### config.mk
export PLATFORM = sky130hd
export DESIGN_NAME = acc_conversion_config
export DESIGN_NICKNAME = d
export VERILOG_FILES = /design/src/rtl/acc_clock_divider.v /design/src/rtl/acc_conversion_config.v
export VERILOG_INCLUDE_DIRS = /design/src /design/src/rtl
export SDC_FILE = /design/constraint.sdc
export NUM_CORES = 1
export LEC_CHECK = 0
export BUFFER_PORTS_ARGS = -buffer_cell sky130_fd_sc_hd__buf_2
export CORE_MARGIN = 2
export CORE_UTILIZATION = 25
export CTS_BUF_LIST = sky130_fd_sc_hd__clkbuf_16
export CTS_CLUSTER_DIAMETER = 60
export DETAILED_ROUTE_END_ITERATION = 12
export PLACE_DENSITY_LB_ADDON = 0.08
export SYNTH_ARGS = -nofsm -noshare
export SYNTH_HDL_FRONTEND = slang
export SYNTH_SLANG_ARGS = --single-unit
### constraint.sdc
create_clock -name clk_i -period 3 [get_ports clk_i]
set_input_delay 0.6 -clock clk_i [delete_from_list [all_inputs] [get_ports clk_i]]
set_output_delay 0.6 -clock clk_i [all_outputs]
set_load 0.02 [all_outputs]
### src/rtl/acc_consts.vh
`ifndef ACC_CONSTS_VH
`define ACC_CONSTS_VH
`define ACC_CH_ONE 2'h0
`define ACC_CH_TWO 2'h1
`define ACC_CH_TEMP 2'h2
`define ACC_CFG_A_RST 16'h0000
`define ACC_CFG_B_RST 16'h0000
`define ACC_ADDR_CH1_A 4'h2
`define ACC_ADDR_CH1_B 4'h3
`define ACC_ADDR_CH2_A 4'h5
`define ACC_ADDR_CH2_B 4'h6
`define ACC_ADDR_TMP_A 4'h8
`define ACC_ADDR_TMP_B 4'h9
`define ACC_ADDR_STATUS 4'hA
`define ACC_GAIN_MSB 15
`define ACC_GAIN_LSB 11
`define ACC_CLK_MSB 10
`define ACC_CLK_LSB 8
`define ACC_RES_MSB 6
`define ACC_RES_LSB 4
`define ACC_OFS_MSB 3
`define ACC_OFS_LSB 0
`define ACC_BIAS_MSB 6
`define ACC_BIAS_LSB 4
`define ACC_REF_MSB 1
`define ACC_REF_LSB 0
`define ACC_MIN_DIV_LOG2 2
`define ACC_CLKS_RES0 12'h100
`define ACC_CLKS_RES1 12'h140
`define ACC_CLKS_RES2 12'h200
`define ACC_CLKS_RES3 12'h280
`define ACC_CLKS_RES4 12'h320
`define ACC_CLKS_RES5 12'h500
`define ACC_CLKS_RES6 12'h800
`define ACC_RANGE_LOW 2'h0
`define ACC_RANGE_MID 2'h1
`define ACC_RANGE_HIGH 2'h2
`define ACC_RANGE_NONE 2'h3
`endif

### src/rtl/acc_clock_divider.v
`default_nettype none
`include "acc_consts.vh"
module acc_clock_divider #(
	parameter CNT_W = 9
) (
	// Clock and reset.
	input wire clk_i,
	input wire sys_rst_i,
	// Control.
	input wire run_i,
	input wire [2:0] conv_clock_select_i,
	// Converter clock tick.
	output reg tick_o
);
	reg [CNT_W-1:0] count;
	wire [CNT_W-1:0] last;
	wire [3:0] shift;
	// The shift is four bits wide so that codes 6 and 7 do not wrap back to small divisors.
	assign shift = {1'b0, conv_clock_select_i} + 4'h2;
	// Divisor is 2^(code+2), so the terminal count is that minus one.
	assign last = ({{(CNT_W-1){1'b0}}, 1'b1} << shift) - {{(CNT_W-1){1'b0}}, 1'b1};
	always @(posedge clk_i) begin
		if (sys_rst_i || !run_i) begin
			count <= {CNT_W{1'b0}};
			tick_o <= 1'b0;
		end else if (count >= last) begin
			count <= {CNT_W{1'b0}};
			tick_o <= 1'b1;
		end else begin
			count <= count + {{(CNT_W-1){1'b0}}, 1'b1};
			tick_o <= 1'b0;
		end
	end
endmodule
`default_nettype wire

### src/rtl/acc_conversion_config.v
`default_nettype none
`include "acc_consts.vh"
module acc_conversion_config (
	// Clock and reset.
	input wire clk_i,
	input wire sys_rst_i,
	// Register port.
	input wire [3:0] reg_addr_i,
	input wire [15:0] reg_wdata_i,
	input wire reg_wr_i,
	input wire reg_rd_i,
	output reg [15:0] reg_rdata_o,
	// Conversion control.
	input wire conv_start_i,
	input wire [1:0] conv_channel_i,
	output reg conv_busy_o,
	output reg conv_done_o,
	output reg conv_error_o,
	output reg conv_tick_o,
	// Analog controls.
	output reg [16:0] gain_sel_onehot_o,
	output reg gain_bypass_o,
	output reg [3:0] coarse_offset_code_o,
	output reg [1:0] offset_range_o,
	output reg [7:0] bias_enable_o,
	output reg [2:0] reference_enable_o
);
	localparam ST_IDLE = 1'b0;
	localparam ST_RUN = 1'b1;
	reg [15:0] chan1_conv_cfg_a, chan1_conv_cfg_b, chan2_conv_cfg_a, chan2_conv_cfg_b, temp_conv_cfg_a, temp_conv_cfg_b;
	reg state;
	reg [1:0] cur_chan;
	reg [15:0] act_a, act_b;
	reg [11:0] tick_count;
	reg [15:0] next_rdata;
	reg last_done, last_error;
	wire div_tick;
	wire is_temp;
	wire [4:0] gain_code;
	wire [1:0] ref_code;
	wire [11:0] sel_target;
	wire [4:0] gi;

	// Gain code to one-hot index; 5'h1F marks an undefined code.
	function [4:0] gain_index;
		input [4:0] code;
		begin
			case (code)
				5'h00: gain_index = 5'h00;
				5'h01: gain_index = 5'h01;
				5'h02: gain_index = 5'h02;
				5'h03: gain_index = 5'h03;
				5'h04: gain_index = 5'h04;
				5'h05: gain_index = 5'h05;
				5'h06: gain_index = 5'h06;
				5'h07: gain_index = 5'h07;
				5'h08: gain_index = 5'h08;
				5'h0A: gain_index = 5'h09;
				5'h0C: gain_index = 5'h0A;
				5'h0E: gain_index = 5'h0B;
				5'h10: gain_index = 5'h0C;
				5'h14: gain_index = 5'h0D;
				5'h18: gain_index = 5'h0E;
				5'h1C: gain_index = 5'h0F;
				5'h1E: gain_index = 5'h10;
				default: gain_index = 5'h1F;
			endcase
		end
	endfunction

	// Resolution code to converter clocks per conversion; zero marks code 7.
	function [11:0] res_clocks;
		input [2:0] code;
		begin
			case (code)
				3'h0: res_clocks = `ACC_CLKS_RES0;
				3'h1: res_clocks = `ACC_CLKS_RES1;
				3'h2: res_clocks = `ACC_CLKS_RES2;
				3'h3: res_clocks = `ACC_CLKS_RES3;
				3'h4: res_clocks = `ACC_CLKS_RES4;
				3'h5: res_clocks = `ACC_CLKS_RES5;
				3'h6: res_clocks = `ACC_CLKS_RES6;
				default: res_clocks = 12'h000;
			endcase
		end
	endfunction

	// Gain code band that sets the coarse-offset step.
	function [1:0] offset_band;
		input [4:0] code;
		begin
			if (code <= 5'h08)
				offset_band = `ACC_RANGE_LOW;
			else if (code >= 5'h0A && code <= 5'h10)
				offset_band = `ACC_RANGE_MID;
			else if (code >= 5'h14 && code <= 5'h1E)
				offset_band = `ACC_RANGE_HIGH;
			else
				offset_band = `ACC_RANGE_NONE;
		end
	endfunction

	////////////////////////////////////////////////////////////////////////////////
	acc_clock_divider #(.CNT_W(9)) u_div (
		.clk_i(clk_i),
		.sys_rst_i(sys_rst_i),
		.run_i(state == ST_RUN),
		.conv_clock_select_i(act_a[`ACC_CLK_MSB:`ACC_CLK_LSB]),
		.tick_o(div_tick)
	);

	// Channel codes 2 and 3 both select the temperature channel.
	assign is_temp = cur_chan[1];
	assign gain_code = act_a[`ACC_GAIN_MSB:`ACC_GAIN_LSB];
	assign ref_code = act_b[`ACC_REF_MSB:`ACC_REF_LSB];
	assign gi = gain_index(gain_code);
	assign sel_target = res_clocks(act_a[`ACC_RES_MSB:`ACC_RES_LSB]);

	////////////////////////////////////////////////////////////////////////////////
	// Register writes and reads.
	always @(posedge clk_i) begin
		if (sys_rst_i) begin
			chan1_conv_cfg_a <= `ACC_CFG_A_RST;
			chan1_conv_cfg_b <= `ACC_CFG_B_RST;
			chan2_conv_cfg_a <= `ACC_CFG_A_RST;
			chan2_conv_cfg_b <= `ACC_CFG_B_RST;
			temp_conv_cfg_a <= `ACC_CFG_A_RST;
			temp_conv_cfg_b <= `ACC_CFG_B_RST;
		end else if (reg_wr_i) begin
			case (reg_addr_i)
				`ACC_ADDR_CH1_A: chan1_conv_cfg_a <= reg_wdata_i & 16'hFF7F;
				`ACC_ADDR_CH1_B: chan1_conv_cfg_b <= reg_wdata_i & 16'h0073;
				`ACC_ADDR_CH2_A: chan2_conv_cfg_a <= reg_wdata_i & 16'hFF7F;
				`ACC_ADDR_CH2_B: chan2_conv_cfg_b <= reg_wdata_i & 16'h0073;
				`ACC_ADDR_TMP_A: temp_conv_cfg_a <= reg_wdata_i & 16'h077F;
				`ACC_ADDR_TMP_B: temp_conv_cfg_b <= reg_wdata_i & 16'h0070;
				default: begin
				end
			endcase
		end
	end

	always @* begin
		case (reg_addr_i)
			`ACC_ADDR_CH1_A: next_rdata = chan1_conv_cfg_a;
			`ACC_ADDR_CH1_B: next_rdata = chan1_conv_cfg_b;
			`ACC_ADDR_CH2_A: next_rdata = chan2_conv_cfg_a;
			`ACC_ADDR_CH2_B: next_rdata = chan2_conv_cfg_b;
			`ACC_ADDR_TMP_A: next_rdata = temp_conv_cfg_a;
			`ACC_ADDR_TMP_B: next_rdata = temp_conv_cfg_b;
			`ACC_ADDR_STATUS: next_rdata = {11'h000, cur_chan, last_error, last_done, state};
			default: next_rdata = 16'h0000;
		endcase
	end

	always @(posedge clk_i) begin
		if (sys_rst_i)
			reg_rdata_o <= 16'h0000;
		else if (reg_rd_i)
			reg_rdata_o <= next_rdata;
		else
			reg_rdata_o <= 16'h0000;
	end

	////////////////////////////////////////////////////////////////////////////////
	// Conversion sequencer.
	always @(posedge clk_i) begin
		if (sys_rst_i) begin
			state <= ST_IDLE;
			cur_chan <= `ACC_CH_ONE;
			act_a <= 16'h0000;
			act_b <= 16'h0000;
			tick_count <= 12'h000;
			conv_busy_o <= 1'b0;
			conv_done_o <= 1'b0;
			conv_error_o <= 1'b0;
			conv_tick_o <= 1'b0;
			last_done <= 1'b0;
			last_error <= 1'b0;
		end else begin
			conv_done_o <= 1'b0;
			conv_error_o <= 1'b0;
			conv_tick_o <= div_tick;
			case (state)
				ST_IDLE: begin
					if (conv_start_i) begin
						cur_chan <= conv_channel_i;
						tick_count <= 12'h000;
						case (conv_channel_i)
							`ACC_CH_ONE: begin
								act_a <= chan1_conv_cfg_a;
								act_b <= chan1_conv_cfg_b;
							end
							`ACC_CH_TWO: begin
								act_a <= chan2_conv_cfg_a;
								act_b <= chan2_conv_cfg_b;
							end
							default: begin
								act_a <= temp_conv_cfg_a;
								act_b <= temp_conv_cfg_b;
							end
						endcase
						state <= ST_RUN;
						conv_busy_o <= 1'b1;
						last_done <= 1'b0;
					end
				end
				ST_RUN: begin
					if (sel_target == 12'h000) begin
						state <= ST_IDLE;
						conv_busy_o <= 1'b0;
						conv_error_o <= 1'b1;
						last_error <= 1'b1;
					end else if (div_tick) begin
						if (tick_count + 12'h001 == sel_target) begin
							state <= ST_IDLE;
							conv_busy_o <= 1'b0;
							conv_done_o <= 1'b1;
							last_done <= 1'b1;
							last_error <= 1'b0;
						end
						tick_count <= tick_count + 12'h001;
					end
				end
				default: state <= ST_IDLE;
			endcase
		end
	end

	////////////////////////////////////////////////////////////////////////////////
	// Analog control decode from the active channel settings.
	always @(posedge clk_i) begin
		if (sys_rst_i) begin
			gain_sel_onehot_o <= 17'h00000;
			gain_bypass_o <= 1'b0;
			coarse_offset_code_o <= 4'h0;
			offset_range_o <= `ACC_RANGE_LOW;
			bias_enable_o <= 8'h00;
			reference_enable_o <= 3'h0;
		end else if (state == ST_RUN) begin
			// The temperature channel has no gain stage, so the amplifier is bypassed.
			gain_bypass_o <= is_temp;
			gain_sel_onehot_o <= (is_temp || gi == 5'h1F) ? 17'h00000 : (17'h00001 << gi);
			coarse_offset_code_o <= act_a[`ACC_OFS_MSB:`ACC_OFS_LSB];
			offset_range_o <= is_temp ? `ACC_RANGE_LOW : offset_band(gain_code);
			// Thermometer code: (code+1) of eight bias cells on.
			bias_enable_o <= ~(8'hFE << act_b[`ACC_BIAS_MSB:`ACC_BIAS_LSB]);
			reference_enable_o <= (is_temp || ref_code == 2'h3) ? 3'h0 : (3'h1 << ref_code);
		end else begin
			gain_sel_onehot_o <= 17'h00000;
			gain_bypass_o <= 1'b0;
			bias_enable_o <= 8'h00;
			reference_enable_o <= 3'h0;
		end
	end
endmodule
`default_nettype wire

==> impl_metrics.toml <==
[run_status]
status = "completed"

[drt]
via_count = 5866
remaining_drc_errors = 0
drt_pass1_iterations = 5
vias_per_cell = 4.64
routed_wirelength_microns = 20900
drt-wirelength-per-cell_microns = 16.5
final_antenna_net_count = 0
initialDrtViolationCount = 363

[timing]
layout_worst_path_cycle_share_pct = 93.8
period_needed_ns = 2.81
worst_slew_pin_slew_ns = 0.830
slew_headroom_pct = 44.6
max_freq_ghz = 0.355
timing_hold_violations_final = 0
finalClockSkew_ns = 0.0139
rsz0062_at_grt = "no"
finalSetupViolations = 0
maxSlewViolCount = 0
setup_total_negative_slack_ns = 0

[worst_setup_path]
timing.critical_path.to_type = "register"
path_max_fanout = 8
critical_path_required_ns = 3.35
crit_path_start_kind = "register"
critical_path_class = "reg -> reg"
critPathArrivalTime_ns = 3.17

[layout]
final_net_count = 956
flow.area_growth_from_synthesis_pct = 21.4
post_route_cells_drive_above_1_share_pct = 17.9
antenna_cells_inserted = 0
finalInstanceArea_sq_um = 8390

[die]
fp.dieH_microns = 170
rows = 60
io_pins = 82
initial_cell_density_of_the_core_pct = 25.6
floorplan.core_area_sq_um = 27000
floorplan.die.width_microns = 170
floorplan.die_area_sq_um = 29000

[clock_network]
cts_hold_buf = 0
clock_sinks = 159
cts.root.buffer_cell = "clkbuf_16"
tritoncts = "built"
tritoncts.num_buffers = 17
clk_pin_slew_worst_paths_ns = 0.07
worst_skew_pair.late_latency_ns = 0.43
clock_tree.htree_level_count = 4
clock_tree.buffer_depth = 2

[global_routing]
antenna_violations_before_repair = 0
total_global_route_track_usage_pct = 15.0
remaining_global_route_overflow = 0
grt_first_pass_wirelength_microns = 33500
first_global_vias = 5912
pin_count_of_the_biggest_net_entering_global_routing = 60

[synth]
yosys_top_cell_by_area = "dfxtp_1"
ys_dominant_reg_cell = "dfxtp_1"
post_synth_num_cell_types = 58
async_flop_share_pct = 0
yosys_register_bits = 159
yosys.area.top_type_share_pct = 46.1
post_synth_main_area_contributors = "dfxtp_1, nand2_1, a21oi_1"
synth_edf_count = 0
syn_avg_cell_area_sq_um = 8.32
syn-cell-area_sq_um = 6910
synth_warnings = 0
share_of_the_yosys_chip_area_belonging_to_registers_pct = 46.1
synthesis.instances = 831
syn-num-nets = 876

[power]
worst_ir_drop_vdd_mv = 0.280
power.static_leakage_nw = 3.23
cellPowerDensity_nw_per_um2 = 536

[placed_design]
place_area_sq_um = 7770
hpwl_reported_at_the_end_of_detailed_placement_microns = 14500
place.gp.congestion = 0.756
io_buffers = 79

[flow_run]
maxCapViolCount = 0

[hold_path]
hold_path.class = "in -> reg"
area by class of cell:
type | instances | area, sq um
Tap cell | 341 | 427
Clock buffer | 17 | 425
Multi-Input combinational cell | 610 | 3520
Inverter | 16 | 60.1
Clock inverter | 15 | 146
Fill cell | 2961 | 18600
Sequential cell | 159 | 3190
Timing Repair Buffer | 107 | 621
placed cells by master, fill, tap and decap left out, types with 3 or more instances in the layout:
cell | netlist | layout
a21oi_1 | 88 | 88
a222oi_1 | 4 | 4
a22o_1 | 3 | 3
a22oi_1 | 23 | 23
a31oi_1 | 6 | 6
and2_1 | 4 | 4
and3_1 | 9 | 9
buf_2 | 3 | 78
buf_4 | 2 | 28
clkbuf_16 | 0 | 17
clkinvlp_4 | 0 | 4
dfxtp_1 | 159 | 157
ha_1 | 18 | 15
inv_1 | 15 | 16
mux2_2 | 9 | 9
mux2i_1 | 30 | 30
nand2_1 | 157 | 157
nand2b_1 | 8 | 8
nand3_1 | 19 | 19
nand3b_1 | 4 | 4
nand4_1 | 4 | 4
nor2_1 | 87 | 87
nor2b_1 | 11 | 11
nor3_1 | 27 | 27
nor3b_1 | 5 | 5
nor4_1 | 4 | 4
o21ai_0 | 31 | 29
or2_2 | 3 | 3
or3_1 | 4 | 3
xnor2_1 | 9 | 9
xor2_1 | 11 | 11
metal layers:
metal | up-vias | part of all wire (%) | GRT usage (%)
met2 | 90 | 46 | 24.5
met3 | 11 | 2.9 | 3.02
met4 | 0 | 0.89 | 4.24
met5 | - | 0 | 0
met1 | 2736 | 50 | 20.2
li1 | 3029 | - | -
timing repair:
action | 4_1_cts | 5_1_grt
endpoints found under the hold margin | 0 | 0
resized for setup | 0 | 11
buffers inserted | 0 | 1
setup endpoints to repair | 0 | 10
metrics by stage:
| stage | power (W) | setup WS (ns) | hold WS (ns) | instances | utilization (%) |
|---|---|---|---|---|---|
| 6_report | 0.00450 | 0.185 | 0.426 | 1265 | 31.0 |
| 5_1_grt | 0.00470 | 0.0142 | 0.401 | 1265 | 31.0 |
| 4_1_cts | 0.00459 | 0.0156 | 0.400 | 1264 | 30.9 |
| 3_5_place_dp | 0.00242 | 0.0527 | 0.450 | 1232 | 28.7 |
| 3_3_place_gp | 0.00242 | 0.0276 | 0.449 | 1232 | 28.7 |
| 2_1_floorplan | 0.00232 | 0.0939 | 0.435 | 831 | - |
state kept, by name, indices dropped and copies added (netlist names), 2 cells and up:
signal	flops
act_b	5
cur_chan	2
gain_sel_onehot_o	17
temp_conv_cfg_a	10
tick_count	12
reg_rdata_o	15
coarse_offset_code_o	4
gi	5
chan1_conv_cfg_a	15
act_a	15
chan1_conv_cfg_b	5
chan2_conv_cfg_b	5
temp_conv_cfg_b	3
bias_enable_o	8
chan2_conv_cfg_a	15
reference_enable_o	3
offset_range_o	2
u_div.count	9
cells by family (layout without fill, tap and decap cells):
family	Yosys count	in the layout	share of synthesized area [%]
AO/OA/AOI/OAI	173	173	14.8
flip-flops	159	159	46.1
XOR/XNOR	21	21	2.86
AND/OR/NAND/NOR	358	358	23.6
buffers and inverters	62	155	3.53
other	1	1	0.0543
adder cells (fa/ha/maj)	18	18	3.26
multiplexers	39	39	5.81
cells in the mapped netlist, types with 5 or more instances:
cell type	number
nor3_1	27
xor2_1	11
a21oi_1	88
nor2b_1	11
ha_1	18
inv_1	15
a22oi_1	23
nor2_1	87
mux2_2	9
nand3_1	19
a31oi_1	6
o21ai_0	31
clkbuf_1	37
nand2b_1	8
xnor2_1	9
mux2i_1	30
and3_1	9
nor3b_1	5
dfxtp_1	159
nand2_1	157
path summary, 6_finish.rpt:
kind         slack, ns             from  cells after the start                   end
min               0.43  reg_wdata_i[11]                      3  chan2_conv_cfg_a[11]
min reg2reg       0.45         act_a[1]                      2              act_a[1]
max               0.19         act_a[9]                     14        u_div.count[8]
max reg2reg       0.19         act_a[9]                     14        u_div.count[8]
where the power goes:
group | leakage, nW | switching (W) | total, W | internal [W]
Clock | 0.272 | 0.000909 | 0.00213 | 0.00122
Combinational | 1.67 | 0.000148 | 0.000216 | 0.0000684
Sequential | 1.28 | 0.0000234 | 0.00215 | 0.00213
Total | 3.23 | 0.00108 | 0.00450 | 0.00342
critical path, stage by stage, from the launching register on:
cell and delay [ns]:
dfxtp_2 0.34, inv_1 0.07, ha_4 0.25, nor4b_4 0.23
buf_4 0.14, inv_1 0.04, ha_2 0.17, xnor2_1 0.12
ha_1 0.32, a31o_2 0.21, a21oi_1 0.14, o21ai_1 0.09
or3_4 0.38, buf_12 0.14, nor2_1 0.10
Power figures use the tool's default switching activity.
